File: config.mk
export PLATFORM = sky130hd
export DESIGN_NAME = bei_top
export DESIGN_NICKNAME = d
export VERILOG_FILES = /design/src/core/bei_pkg.sv /design/src/core/bei_top.sv
export VERILOG_INCLUDE_DIRS = /design/src /design/src/core
export SDC_FILE = /design/constraint.sdc
export NUM_CORES = 1
export LEC_CHECK = 0
export BUFFER_PORTS_ARGS = -buffer_cell sky130_fd_sc_hd__buf_2
export CORE_MARGIN = 8
export CORE_UTILIZATION = 55
export CTS_BUF_LIST = sky130_fd_sc_hd__clkbuf_8
export DETAILED_ROUTE_END_ITERATION = 16
export GPL_TIMING_DRIVEN = 1
export PLACE_DENSITY = 0.75
export SYNTH_ARGS = -nofsm -noshare
export SYNTH_HDL_FRONTEND = slang
export SYNTH_SLANG_ARGS = --single-unit
File: constraint.sdc
create_clock -name clk -period 5.35 [get_ports clk]
set_input_delay 0.8025 -clock clk [delete_from_list [all_inputs] [get_ports clk]]
set_output_delay 0.8025 -clock clk [all_outputs]
set_load 0.05 [all_outputs]
File: src/core/bei_defs.svh
// offsets, field positions, reset values and counts for the error insert and monitor block
`ifndef BEI_DEFS_SVH
`define BEI_DEFS_SVH
// register word indices, byte address is four times the index
`define BEI_IDX_INS_CTRL 8'h08
`define BEI_IDX_LIVE 8'h0c
`define BEI_IDX_LATCHED 8'h0e
`define BEI_IDX_IRQ_EN 8'h10
`define BEI_IDX_ERR0 8'h14
`define BEI_IDX_ERR1 8'h15
`define BEI_IDX_ERR2 8'h16
`define BEI_IDX_BIT0 8'h18
`define BEI_IDX_BIT1 8'h19
`define BEI_IDX_BIT2 8'h1a
`define BEI_IDX_BIT3 8'h1b
`define BEI_IDX_TEST_CTRL 8'h20
// insertion control fields
`define BEI_RATE_HI 5
`define BEI_RATE_LO 3
`define BEI_SINGLE_EN 2
`define BEI_SINGLE_REQ 1
`define BEI_SRC_SEL 0
// test control fields
`define BEI_UPD_SRC 7
`define BEI_LOCAL_UPD 6
`define BEI_RESYNC_DIS 2
// status bit positions, shared by live, latched and enable registers
`define BEI_ST_UPDATE 3
`define BEI_ST_BITERR 2
`define BEI_ST_COUNT 1
`define BEI_ST_SYNC 0
// reset values
`define BEI_RST_BYTE 8'h00
// sync monitor counts
`define BEI_WINDOW_BITS 64
`define BEI_LOSS_ERRORS 6
`define BEI_RELOCK_BITS 32
`endif

File: src/core/bei_pkg.sv
// types for the error insert and monitor block
package bei_pkg;
  typedef enum logic {
    bei_hunt,
    bei_locked
  } bei_sync_t;
  typedef logic [7:0] bei_byte_t;
endpackage

File: src/core/bei_top.sv
// bit error insertion, sync monitor, counters and apb registers for one channel
//
// Contract
// - invert one tx bit per 10**n bits, n from rate field, zero disables
// - rate insertion starts when control is written with nonzero rate
// - rewritten rate takes effect only after next error at old rate
// - single error insertion works only while single enable is set
// - each rising request edge inverts one bit; software lowers it between
// - several request toggles between opportunities give only one error
// - source select picks register request or external insert input
// - update done rises after update, drops when selected trigger is low
// - live count bit is one while error count is nonzero
// - live sync bit is one while the checker is out of sync
// - latched update flag sets on rising update done
// - latched bit error flag sets on any bit error detected while in sync
// - latched count flag sets on rising live count bit
// - latched sync flag sets on any change of live sync bit
// - reading latched status clears its flags
// - each latched flag has its own interrupt enable
// - 24-bit error counter saturating at all ones
// - error counter holds while out of sync
// - 32-bit received bit counter saturating at all ones
// - bit counter holds while out of sync
// - update copies counts to readable registers and resets counters
// - update source select picks local bit edge or external update
// - six mismatches in a 64-bit window drop sync unless resync disabled
//
// Local design decision: register access over APB.
`include "bei_defs.svh"
`timescale 1ns/1ps
`default_nettype none
module bei_top #(
  parameter int ERR_W = 24,
  parameter int BIT_W = 32,
  parameter int RELOCK_BITS = `BEI_RELOCK_BITS
) (
  input wire logic clk, // 200 MHz
  input wire logic srst, // sync reset, high
  input wire logic psel, // apb select
  input wire logic penable, // apb access phase
  input wire logic pwrite, // apb direction
  input wire logic [9:0] paddr, // apb byte address
  input wire logic [31:0] pwdata, // apb write data
  output logic [31:0] prdata, // apb read data
  output logic pready, // apb ready
  output logic pslverr, // apb error, unmapped
  input wire logic tx_bit_valid, // tx bit strobe
  input wire logic tx_bit_in, // tx bit from generator
  output logic tx_bit_out_valid, // tx bit strobe out
  output logic tx_bit_out, // tx bit after insertion
  input wire logic rx_bit_valid, // rx bit strobe
  input wire logic rx_bit_mismatch, // rx bit differs from reference
  input wire logic external_insert_input, // async manual insert pin
  input wire logic external_update_input, // async update pin
  output logic sync_lost, // checker out of sync
  output logic irq // interrupt request, high
);
  logic ext_ins_m, ext_ins_s, ext_upd_m, ext_upd_s;
  logic [7:0] ins_ctrl, test_ctrl, irq_en, latched;
  logic [23:0] period, rate_cnt;
  logic [2:0] active_rate, pend_rate;
  logic pend_valid, rate_hit;
  logic ins_trig, ins_trig_q, single_pend;
  logic upd_trig, upd_trig_q, upd_done;
  logic [ERR_W-1:0] err_cnt, err_snap;
  logic [BIT_W-1:0] bit_cnt, bit_snap;
  logic [5:0] win_pos;
  logic [2:0] win_err;
  logic [5:0] relock_cnt;
  bei_pkg::bei_sync_t sync_state;
  logic sync_lost_q, count_nz_q, done_live_q;
  logic acc, wr_en, rd_en, setup, hit;
  logic [7:0] idx, rd_byte, rd_mask;
  logic [3:0] live, set_evt;
  logic err_inc, bit_inc, upd_go, bit_err_evt;

  // pins from outside the clock domain pass two flops first
  always_ff @(posedge clk)
  begin
    ext_ins_m <= external_insert_input;
    ext_ins_s <= ext_ins_m;
    ext_upd_m <= external_update_input;
    ext_upd_s <= ext_upd_m;
  end

  // apb decode, writes and reads land at the access edge
  assign idx = paddr[9:2];
  assign setup = psel & ~penable;
  assign acc = psel & penable & pready;
  assign wr_en = acc & pwrite & ~pslverr;
  assign rd_en = acc & ~pwrite;
  assign hit = idx == `BEI_IDX_INS_CTRL || idx == `BEI_IDX_LIVE
    || idx == `BEI_IDX_LATCHED || idx == `BEI_IDX_IRQ_EN
    || idx == `BEI_IDX_ERR0 || idx == `BEI_IDX_ERR1 || idx == `BEI_IDX_ERR2
    || idx == `BEI_IDX_BIT0 || idx == `BEI_IDX_BIT1 || idx == `BEI_IDX_BIT2
    || idx == `BEI_IDX_BIT3 || idx == `BEI_IDX_TEST_CTRL;

  // live status view; update done is masked by the trigger level
  assign live = {done_live_q & upd_trig, 1'b0, count_nz_q, sync_lost_q};

  // read mux
  always_comb
  begin
    rd_byte = `BEI_RST_BYTE;
    case (idx)
      `BEI_IDX_INS_CTRL: rd_byte = ins_ctrl;
      `BEI_IDX_LIVE: rd_byte = {4'h0, live};
      `BEI_IDX_LATCHED: rd_byte = latched;
      `BEI_IDX_IRQ_EN: rd_byte = irq_en;
      `BEI_IDX_ERR0: rd_byte = err_snap[7:0];
      `BEI_IDX_ERR1: rd_byte = err_snap[15:8];
      `BEI_IDX_ERR2: rd_byte = err_snap[23:16];
      `BEI_IDX_BIT0: rd_byte = bit_snap[7:0];
      `BEI_IDX_BIT1: rd_byte = bit_snap[15:8];
      `BEI_IDX_BIT2: rd_byte = bit_snap[23:16];
      `BEI_IDX_BIT3: rd_byte = bit_snap[31:24];
      `BEI_IDX_TEST_CTRL: rd_byte = test_ctrl;
      default: rd_byte = `BEI_RST_BYTE;
    endcase
  end

  // no wait state: answer is registered during setup
  always_ff @(posedge clk)
  begin
    if (srst)
    begin
      pready <= 1'b0;
      pslverr <= 1'b0;
      prdata <= 32'h0000_0000;
    end
    else
    begin
      pready <= setup;
      pslverr <= setup & ~hit;
      if (setup & ~pwrite)
        prdata <= {24'h00_0000, rd_byte};
    end
  end

  // software control registers
  always_ff @(posedge clk)
  begin
    if (srst)
    begin
      ins_ctrl <= `BEI_RST_BYTE;
      test_ctrl <= `BEI_RST_BYTE;
      irq_en <= `BEI_RST_BYTE;
    end
    else if (wr_en)
    begin
      if (idx == `BEI_IDX_INS_CTRL)
        ins_ctrl <= {2'b00, pwdata[5:0]};
      if (idx == `BEI_IDX_TEST_CTRL)
        test_ctrl <= pwdata[7:0];
      if (idx == `BEI_IDX_IRQ_EN)
        irq_en <= {4'h0, pwdata[3:0]};
    end
  end

  // decade period lookup for the rate exponent
  always_comb
  begin
    case (active_rate)
      3'd1: period = 24'd10;
      3'd2: period = 24'd100;
      3'd3: period = 24'd1000;
      3'd4: period = 24'd10000;
      3'd5: period = 24'd100000;
      3'd6: period = 24'd1000000;
      3'd7: period = 24'd10000000;
      default: period = 24'd0;
    endcase
  end
  assign rate_hit = tx_bit_valid && active_rate != 3'd0 && rate_cnt == period - 24'd1;

  // rate engine; a new rate waits for the next error of the running one
  always_ff @(posedge clk)
  begin
    if (srst)
    begin
      active_rate <= 3'd0;
      pend_rate <= 3'd0;
      pend_valid <= 1'b0;
      rate_cnt <= 24'h00_0000;
    end
    else if (wr_en && idx == `BEI_IDX_INS_CTRL && active_rate == 3'd0)
    begin
      active_rate <= pwdata[`BEI_RATE_HI:`BEI_RATE_LO];
      rate_cnt <= 24'h00_0000;
      pend_valid <= 1'b0;
    end
    else
    begin
      if (rate_hit)
      begin
        rate_cnt <= 24'h00_0000;
        if (pend_valid)
        begin
          active_rate <= pend_rate;
          pend_valid <= 1'b0;
        end
      end
      else if (tx_bit_valid && active_rate != 3'd0)
        rate_cnt <= rate_cnt + 24'd1;
      // a write landing with an error stays pending, never lost
      if (wr_en && idx == `BEI_IDX_INS_CTRL)
      begin
        pend_rate <= pwdata[`BEI_RATE_HI:`BEI_RATE_LO];
        pend_valid <= 1'b1;
      end
    end
  end

  // manual trigger source; edge taken on the selected level, so a
  // source switch with a high trigger may give one error
  assign ins_trig = ins_ctrl[`BEI_SRC_SEL] ? ext_ins_s : ins_ctrl[`BEI_SINGLE_REQ];

  // single error request holds one pending error until a tx bit
  always_ff @(posedge clk)
  begin
    if (srst)
    begin
      ins_trig_q <= 1'b0;
      single_pend <= 1'b0;
    end
    else
    begin
      ins_trig_q <= ins_trig;
      // a request edge beside a tx bit arms the following bit
      if (ins_trig & ~ins_trig_q & ins_ctrl[`BEI_SINGLE_EN])
        single_pend <= 1'b1;
      else if (tx_bit_valid)
        single_pend <= 1'b0;
    end
  end

  // transmit path, one cycle of latency
  always_ff @(posedge clk)
  begin
    if (srst)
    begin
      tx_bit_out_valid <= 1'b0;
      tx_bit_out <= 1'b0;
    end
    else
    begin
      tx_bit_out_valid <= tx_bit_valid;
      if (tx_bit_valid)
        tx_bit_out <= tx_bit_in ^ (rate_hit | single_pend);
    end
  end

  // sync monitor: window of mismatches while locked, run of matches while hunting
  always_ff @(posedge clk)
  begin
    if (srst)
    begin
      sync_state <= bei_pkg::bei_hunt;
      win_pos <= 6'd0;
      win_err <= 3'd0;
      relock_cnt <= 6'd0;
    end
    else if (rx_bit_valid)
    begin
      case (sync_state)
        bei_pkg::bei_hunt:
        begin
          win_pos <= 6'd0;
          win_err <= 3'd0;
          if (rx_bit_mismatch)
            relock_cnt <= 6'd0;
          else if (relock_cnt == 6'(RELOCK_BITS - 1))
          begin
            relock_cnt <= 6'd0;
            sync_state <= bei_pkg::bei_locked;
          end
          else
            relock_cnt <= relock_cnt + 6'd1;
        end
        bei_pkg::bei_locked:
        begin
          win_pos <= win_pos + 6'd1; // wraps every 64 bits
          if (win_pos == 6'(`BEI_WINDOW_BITS - 1))
            win_err <= 3'd0;
          else if (rx_bit_mismatch && win_err != 3'd7)
            win_err <= win_err + 3'd1;
          if (rx_bit_mismatch && win_err == 3'(`BEI_LOSS_ERRORS - 1)
              && !test_ctrl[`BEI_RESYNC_DIS])
            sync_state <= bei_pkg::bei_hunt;
        end
        default: sync_state <= bei_pkg::bei_hunt;
      endcase
    end
  end

  // counters run only while locked and saturate at all ones
  assign err_inc = rx_bit_valid && rx_bit_mismatch && sync_state == bei_pkg::bei_locked;
  assign bit_inc = rx_bit_valid && sync_state == bei_pkg::bei_locked;
  assign bit_err_evt = err_inc;

  // update trigger and its rising edge
  assign upd_trig = test_ctrl[`BEI_UPD_SRC] ? ext_upd_s : test_ctrl[`BEI_LOCAL_UPD];
  assign upd_go = upd_trig & ~upd_trig_q;

  always_ff @(posedge clk)
  begin
    if (srst)
    begin
      err_cnt <= '0;
      bit_cnt <= '0;
      err_snap <= '0;
      bit_snap <= '0;
      upd_trig_q <= 1'b0;
      upd_done <= 1'b0;
    end
    else
    begin
      upd_trig_q <= upd_trig;
      if (upd_go)
      begin
        // counting bit of this cycle starts the fresh count
        err_snap <= err_cnt;
        bit_snap <= bit_cnt;
        err_cnt <= ERR_W'(err_inc);
        bit_cnt <= BIT_W'(bit_inc);
      end
      else
      begin
        if (err_inc && err_cnt != '1)
          err_cnt <= err_cnt + ERR_W'(1);
        if (bit_inc && bit_cnt != '1)
          bit_cnt <= bit_cnt + BIT_W'(1);
      end
      if (!upd_trig)
        upd_done <= 1'b0;
      else if (upd_go)
        upd_done <= 1'b1;
    end
  end

  // live status flops and event detection
  always_ff @(posedge clk)
  begin
    if (srst)
    begin
      sync_lost_q <= 1'b1;
      count_nz_q <= 1'b0;
      done_live_q <= 1'b0;
      sync_lost <= 1'b1;
    end
    else
    begin
      sync_lost_q <= sync_state != bei_pkg::bei_locked;
      sync_lost <= sync_state != bei_pkg::bei_locked;
      count_nz_q <= err_cnt != '0;
      done_live_q <= upd_done & upd_trig;
    end
  end

  assign set_evt[`BEI_ST_UPDATE] = upd_done & upd_trig & ~done_live_q;
  assign set_evt[`BEI_ST_BITERR] = bit_err_evt;
  assign set_evt[`BEI_ST_COUNT] = (err_cnt != '0) & ~count_nz_q;
  assign set_evt[`BEI_ST_SYNC] = (sync_state != bei_pkg::bei_locked) ^ sync_lost_q;

  // read clears only bits that were returned; a new event wins
  assign rd_mask = (rd_en && idx == `BEI_IDX_LATCHED) ? prdata[7:0] : 8'h00;

  always_ff @(posedge clk)
  begin
    if (srst)
      latched <= `BEI_RST_BYTE;
    else
      latched <= (latched & ~rd_mask) | {4'h0, set_evt};
  end

  // interrupt request
  always_ff @(posedge clk)
  begin
    if (srst)
      irq <= 1'b0;
    else
      irq <= |(latched & irq_en);
  end
endmodule
`default_nettype wire

Word level (Yosys, flattened, before mapping)
Index checks and enable logic that the tools add are counted.

Output and inout bits: 38. Word-level logic and storage cells: 174. Register bits after elaboration: 209.

Reductions and logical operators: 46. Equal/unequal tests: 27. Add/subtract/negate cells: 7. Bitwise logic cells: 33. Mux-type cells: 26.

Operators with widths (count): one-hot mux 24 bit (7 select lines) (1); one-hot mux 8 bit (12 select lines) (1); equality test 8 x 5 -> 1 bit, second input constant (8); adder 24 x 1 -> 24 bit, second input constant (2); adder 32 x 1 -> 32 bit, second input constant (1); inequality test 32 bit, second input constant (1); equality test 24 bit (1); equality test 8 x 4 -> 1 bit, second input constant (3); inequality test 24 bit, second input constant (1); nonzero test 24 bit (1); subtractor 24 x 1 -> 24 bit, second input constant (1); bitwise AND 1 bit (15); equality test 3 bit, second input constant (5); 2-to-1 mux 3 bit (5); AND reduction 2 bit (7); logical AND 1 bit (13); 2-to-1 mux 1 bit (13); adder 6 x 1 -> 6 bit, second input constant (2); 2-to-1 mux 6 bit (2); one-hot mux 6 bit (2 select lines) (1); nonzero test 2 bit (6); logical OR 1 bit (11); inverter 1 bit (11); bitwise AND 8 x 4 -> 8 bit (1); 22 further kinds (26).

Longest topological paths before layout
Depth in word-level cells: 14. Depth in mapped cells: 16. Gate-level depth less buffers: 10.

Worst setup path before layout
Ideal clock, no wire load.

Path kind: reg2reg. From: register active_rate[2]. To: register rate_cnt[10]. Data required time: 5.235 ns. Library setup time: 0.115 ns. Stages on the path, launching flop included: 16. Setup slack: 2.327 ns. Arrival time: 2.909 ns. Cells stage by stage: dfxtp_1 -> buf_4 -> buf_2 -> buf_2 -> nor2_1 -> nand2_1 -> ha_1 -> or3_1 -> or2_2 -> a221oi_1 -> o211ai_1 -> nor4_2 -> nand2b_1 -> buf_4 -> buf_6 -> nor2_1.

Longest elaborated chain between the ends: 6. Elaborated cells on any way between the ends: 16.

Ends and longest elaborated chain: start: declaration (line bei_top.sv:61) `logic [2:0] active_rate, pend_rate;`; start signal: assignment (line bei_top.sv:188) `` active_rate <= pwdata[`BEI_RATE_HI:`BEI_RATE_LO]; ``; start signal: assignment (line bei_top.sv:199) `active_rate <= pend_rate;`; equality test 3 bit, or another cell as far along (line bei_top.sv:163) `case (active_rate)`; one-hot mux 24 bit (7 select lines) (line bei_top.sv:163); subtractor 24 x 1 -> 24 bit (line bei_top.sv:174) `assign rate_hit = tx_bit_valid && active_rate != 3'd0 && rate_cnt == period - 24'd1;`; equality test 24 bit (line bei_top.sv:174); logical AND 1 bit (line bei_top.sv:174); OR reduction 3 bit (no line); end signal: assignment (line bei_top.sv:204) `rate_cnt <= rate_cnt + 24'd1;`; end: declaration (line bei_top.sv:60) `logic [23:0] period, rate_cnt;`.

Several ways; a longest one is shown, not always the timed one. A chain may end at the register's enable or synchronous reset.

Worst setup path after layout
From: register active_rate[1]. To: register rate_cnt[18].

The elaborated chain is that of the path after synthesis.

==> metrics <==
Storage cell area=~0.0042 mm^2; H-tree depth=2; Layout area overhead=9.503%; Hold WC Path Type=flop to flop; Setup Total Neg Slack=0 ps; clock-pin slew on the worst setup and hold paths=60 ps; Crit Path Class=flop to flop; First-pass DRT Iterations=5; Least-Margin Pin Slew=1122 ps; Initial DRC Count=between 500 and 600; share of cells above drive strength 1=0.09749; Synth Cell Area=~0.010 mm^2; Die Wd=between 150 and 200 um; Peak VDD IR=approximately 0.18 mV; post-synthesis simple-gate area fraction=0.2829; Max-slew headroom=0.2517; Rows=50; die area=between 0.02 and 0.025 mm^2; post-synthesis xor/xnor area fraction=0.06218; first-pass GRT wire length=approximately 42 mm; Power Total=~3.3 mW; P_leak=3.979 nW; Yosys cell types=77; Max Slew Vio Count=0; # diodes=0; initial antenna violation count=0; required time of the critical path=5750 ps; Post-synth ARST share=0; largest family of logic cells by synthesized area=simple AND/OR/NAND/NOR gates; Post-DRT Antenna Nets=0; DR vias=9050; post-layout min period=3911 ps; post-CTS setup buffer count=0; register area share after synthesis=0.4069; cell taking the most area after synthesis=dfxtp_1; NetSw=766.0 uW; Mapped Avg Cell Area=8.090 um^2; PD cells=a little under 300 mW/mm^2; Final Hold Fails=0; post-CTS resize count=0; Die H=152.7 um; RSZ-0062 raised after global routing=false; Yosys top cell area share=0.4069; multi-input logic area=0.005615 mm^2; endpoints failing setup=0; switching portion of total power=0.2332; Compound-Gate Fraction of Synth Area=0.1436; CTS max path bufs=3; final WL=24.82 mm; YS warnings=0; Post-synth top flop=dfxtp_1; crit path max fanout=15; Max Clk Rate=0.2557 GHz; cell-internal power=2.519 mW; Worst-Skew Late Latency=510 ps; Synth area leaders=dfxtp_1 41%, nand2_1 6.5%, nor2_1 5.6%; Comb power frac=0.045; CTS tree=yes; dpl hpwl=17.09 mm; grt ovf=0; Seq pwr share=0.477; port buffer count=40; Final Cycle Share=0.7310; routed vias/inst=5.850; Clk pwr share=0.478; CTS Sinks=209; post-synthesis mux area share=0.03553; Core Area=between 0.015 and 0.02 mm^2; Post-synth EDFFs=0; critical path launch point type=flop; Starting Density=0.5553; Post-Synthesis Cells=1271; total CTS buffers=38; vias in the first global route=8507; IO Pins=91; max-cap viol count=0; adder-cell area share of the yosys netlist=0.01217; Final nets=1350; root buffer cell=clkbuf_8; Final Skew=~13 ps; largest net degree at the start of global routing=66; DR WL/cell=about 16 um; Synth Register Bits=209; status=finished, final reports clean; Post-CTS Hold Buffers=0; Critical Path AT=4310 ps; gr usage total=0.2100; Placer Congestion=0.8875; Setup crit end kind=flop; Fillers=1650; Residual DRC=0
power groups by stage:
stage                     clock network, mW  registers (mW)  logic (mW)
after global routing                   1.68            1.57       0.159
after CTS                              1.60            1.57       0.147
after detailed placement                  0            1.60       0.147
final                                  1.57            1.57       0.148
after floorplan                           0            1.62       0.110
after global placement                    0            1.60       0.146
routing by layer:
metal	part of all wire	routed length (um)	track usage
met5	0	0	0
met4	0.020	499	0.06692
met3	0.065	1603	0.04141
met2	0.45	11280	0.3360
met1	0.46	11440	0.2795
worst paths after layout:
path                                    start                   endpoint  slack, ps  cells after the start
hold / removal              ext_upd_m$_DFF_P_          ext_upd_s$_DFF_P_        340                      0
setup reg to reg  active_rate[1]$_SDFFE_PP0P_  rate_cnt[18]$_SDFFE_PP0P_       1440                     11
setup / recovery  active_rate[1]$_SDFFE_PP0P_  rate_cnt[18]$_SDFFE_PP0P_       1440                     11
hold reg to reg             ext_upd_m$_DFF_P_          ext_upd_s$_DFF_P_        340                      0
flip-flops by register name (all words and copies together) (netlist names), 3 cells and up:
register	count
active_rate	3
latched	8
prdata	8
err_snap	24
bit_cnt	32
bit_snap	32
irq_en	4
win_pos	6
ins_ctrl	6
relock_cnt	6
test_ctrl	8
err_cnt	24
pend_rate	3
win_err	3
rate_cnt	24
layout by cell type (no fill, tap or decap), drive strengths merged, types with 11 or more instances in the layout:
cell,netlist,final
nand2,179,179
clkbuf,57,50
buf,40,50
conb,1,24
a22oi,15,15
nor2,155,155
xnor2,30,30
nand3,47,47
nand4,25,25
a211oi,11,11
nor3,30,30
a21oi,106,106
inv,22,33
nand2b,21,21
nor4,11,11
and3,25,25
mux2i,32,32
dfxtp,209,209
nor2b,15,15
or3,17,17
xor2,43,43
o21ai,41,41
worst max-delay path, stage by stage (launching register included):
cell	delay [ps]
dfxtp_1	610
and2b_1	330
nand2b_1	90
ha_1	360
or3_1	400
or2_2	280
a221oi_1	340
o211ai_1	180
nor4_2	370
nand2b_1	460
buf_4	290
nor2_1	70
cell usage after synthesis, types with 17 or more instances:
master and count:
buf_4 28, xnor2_1 30, nor2_1 154, inv_1 22, a21oi_1 106, clkbuf_1 56
nand3_1 47, or3_1 17, and3_1 25, nor3_1 29, dfxtp_1 209, nand4_1 25
mux2i_1 32, o21ai_0 41, nand2b_1 21, nand2_1 179, xor2_1 43
stage by stage:
stage                     instances  hold slack [ps]  setup WS, ps  area, um^2  utilization
final                          1547            340.7          1439       11260       0.6080
after global routing           1547            343.5          1053       11260       0.6080
after CTS                      1547            336.9          1417       11260       0.6080
after detailed placement       1481            316.4          1423       10450       0.5645
after global placement         1481            315.9          1508       10450       0.5645
after floorplan                1294            309.6          2327       10370            -
area by class of cell:
type | count | share of cell area
multi-input cells | 966 | 0.4987
flip-flops and latches | 209 | 0.3716
clock buffers | 50 | 0.06112
well taps | 234 | 0.02600
repair buffers | 50 | 0.02467
clock inverters | 16 | 0.01056
inverters | 22 | 0.007334
kinds of logic (layout without fill, tap and decap cells):
family,Yosys count,in the layout
xor+xnor,73,73
fa+ha+maj,10,10
other cells,1,24
mux,35,35
compound gates,239,239
simple gates,585,585
buf+inv,119,138
flops,209,209
(Power assumes the default switching activity.)
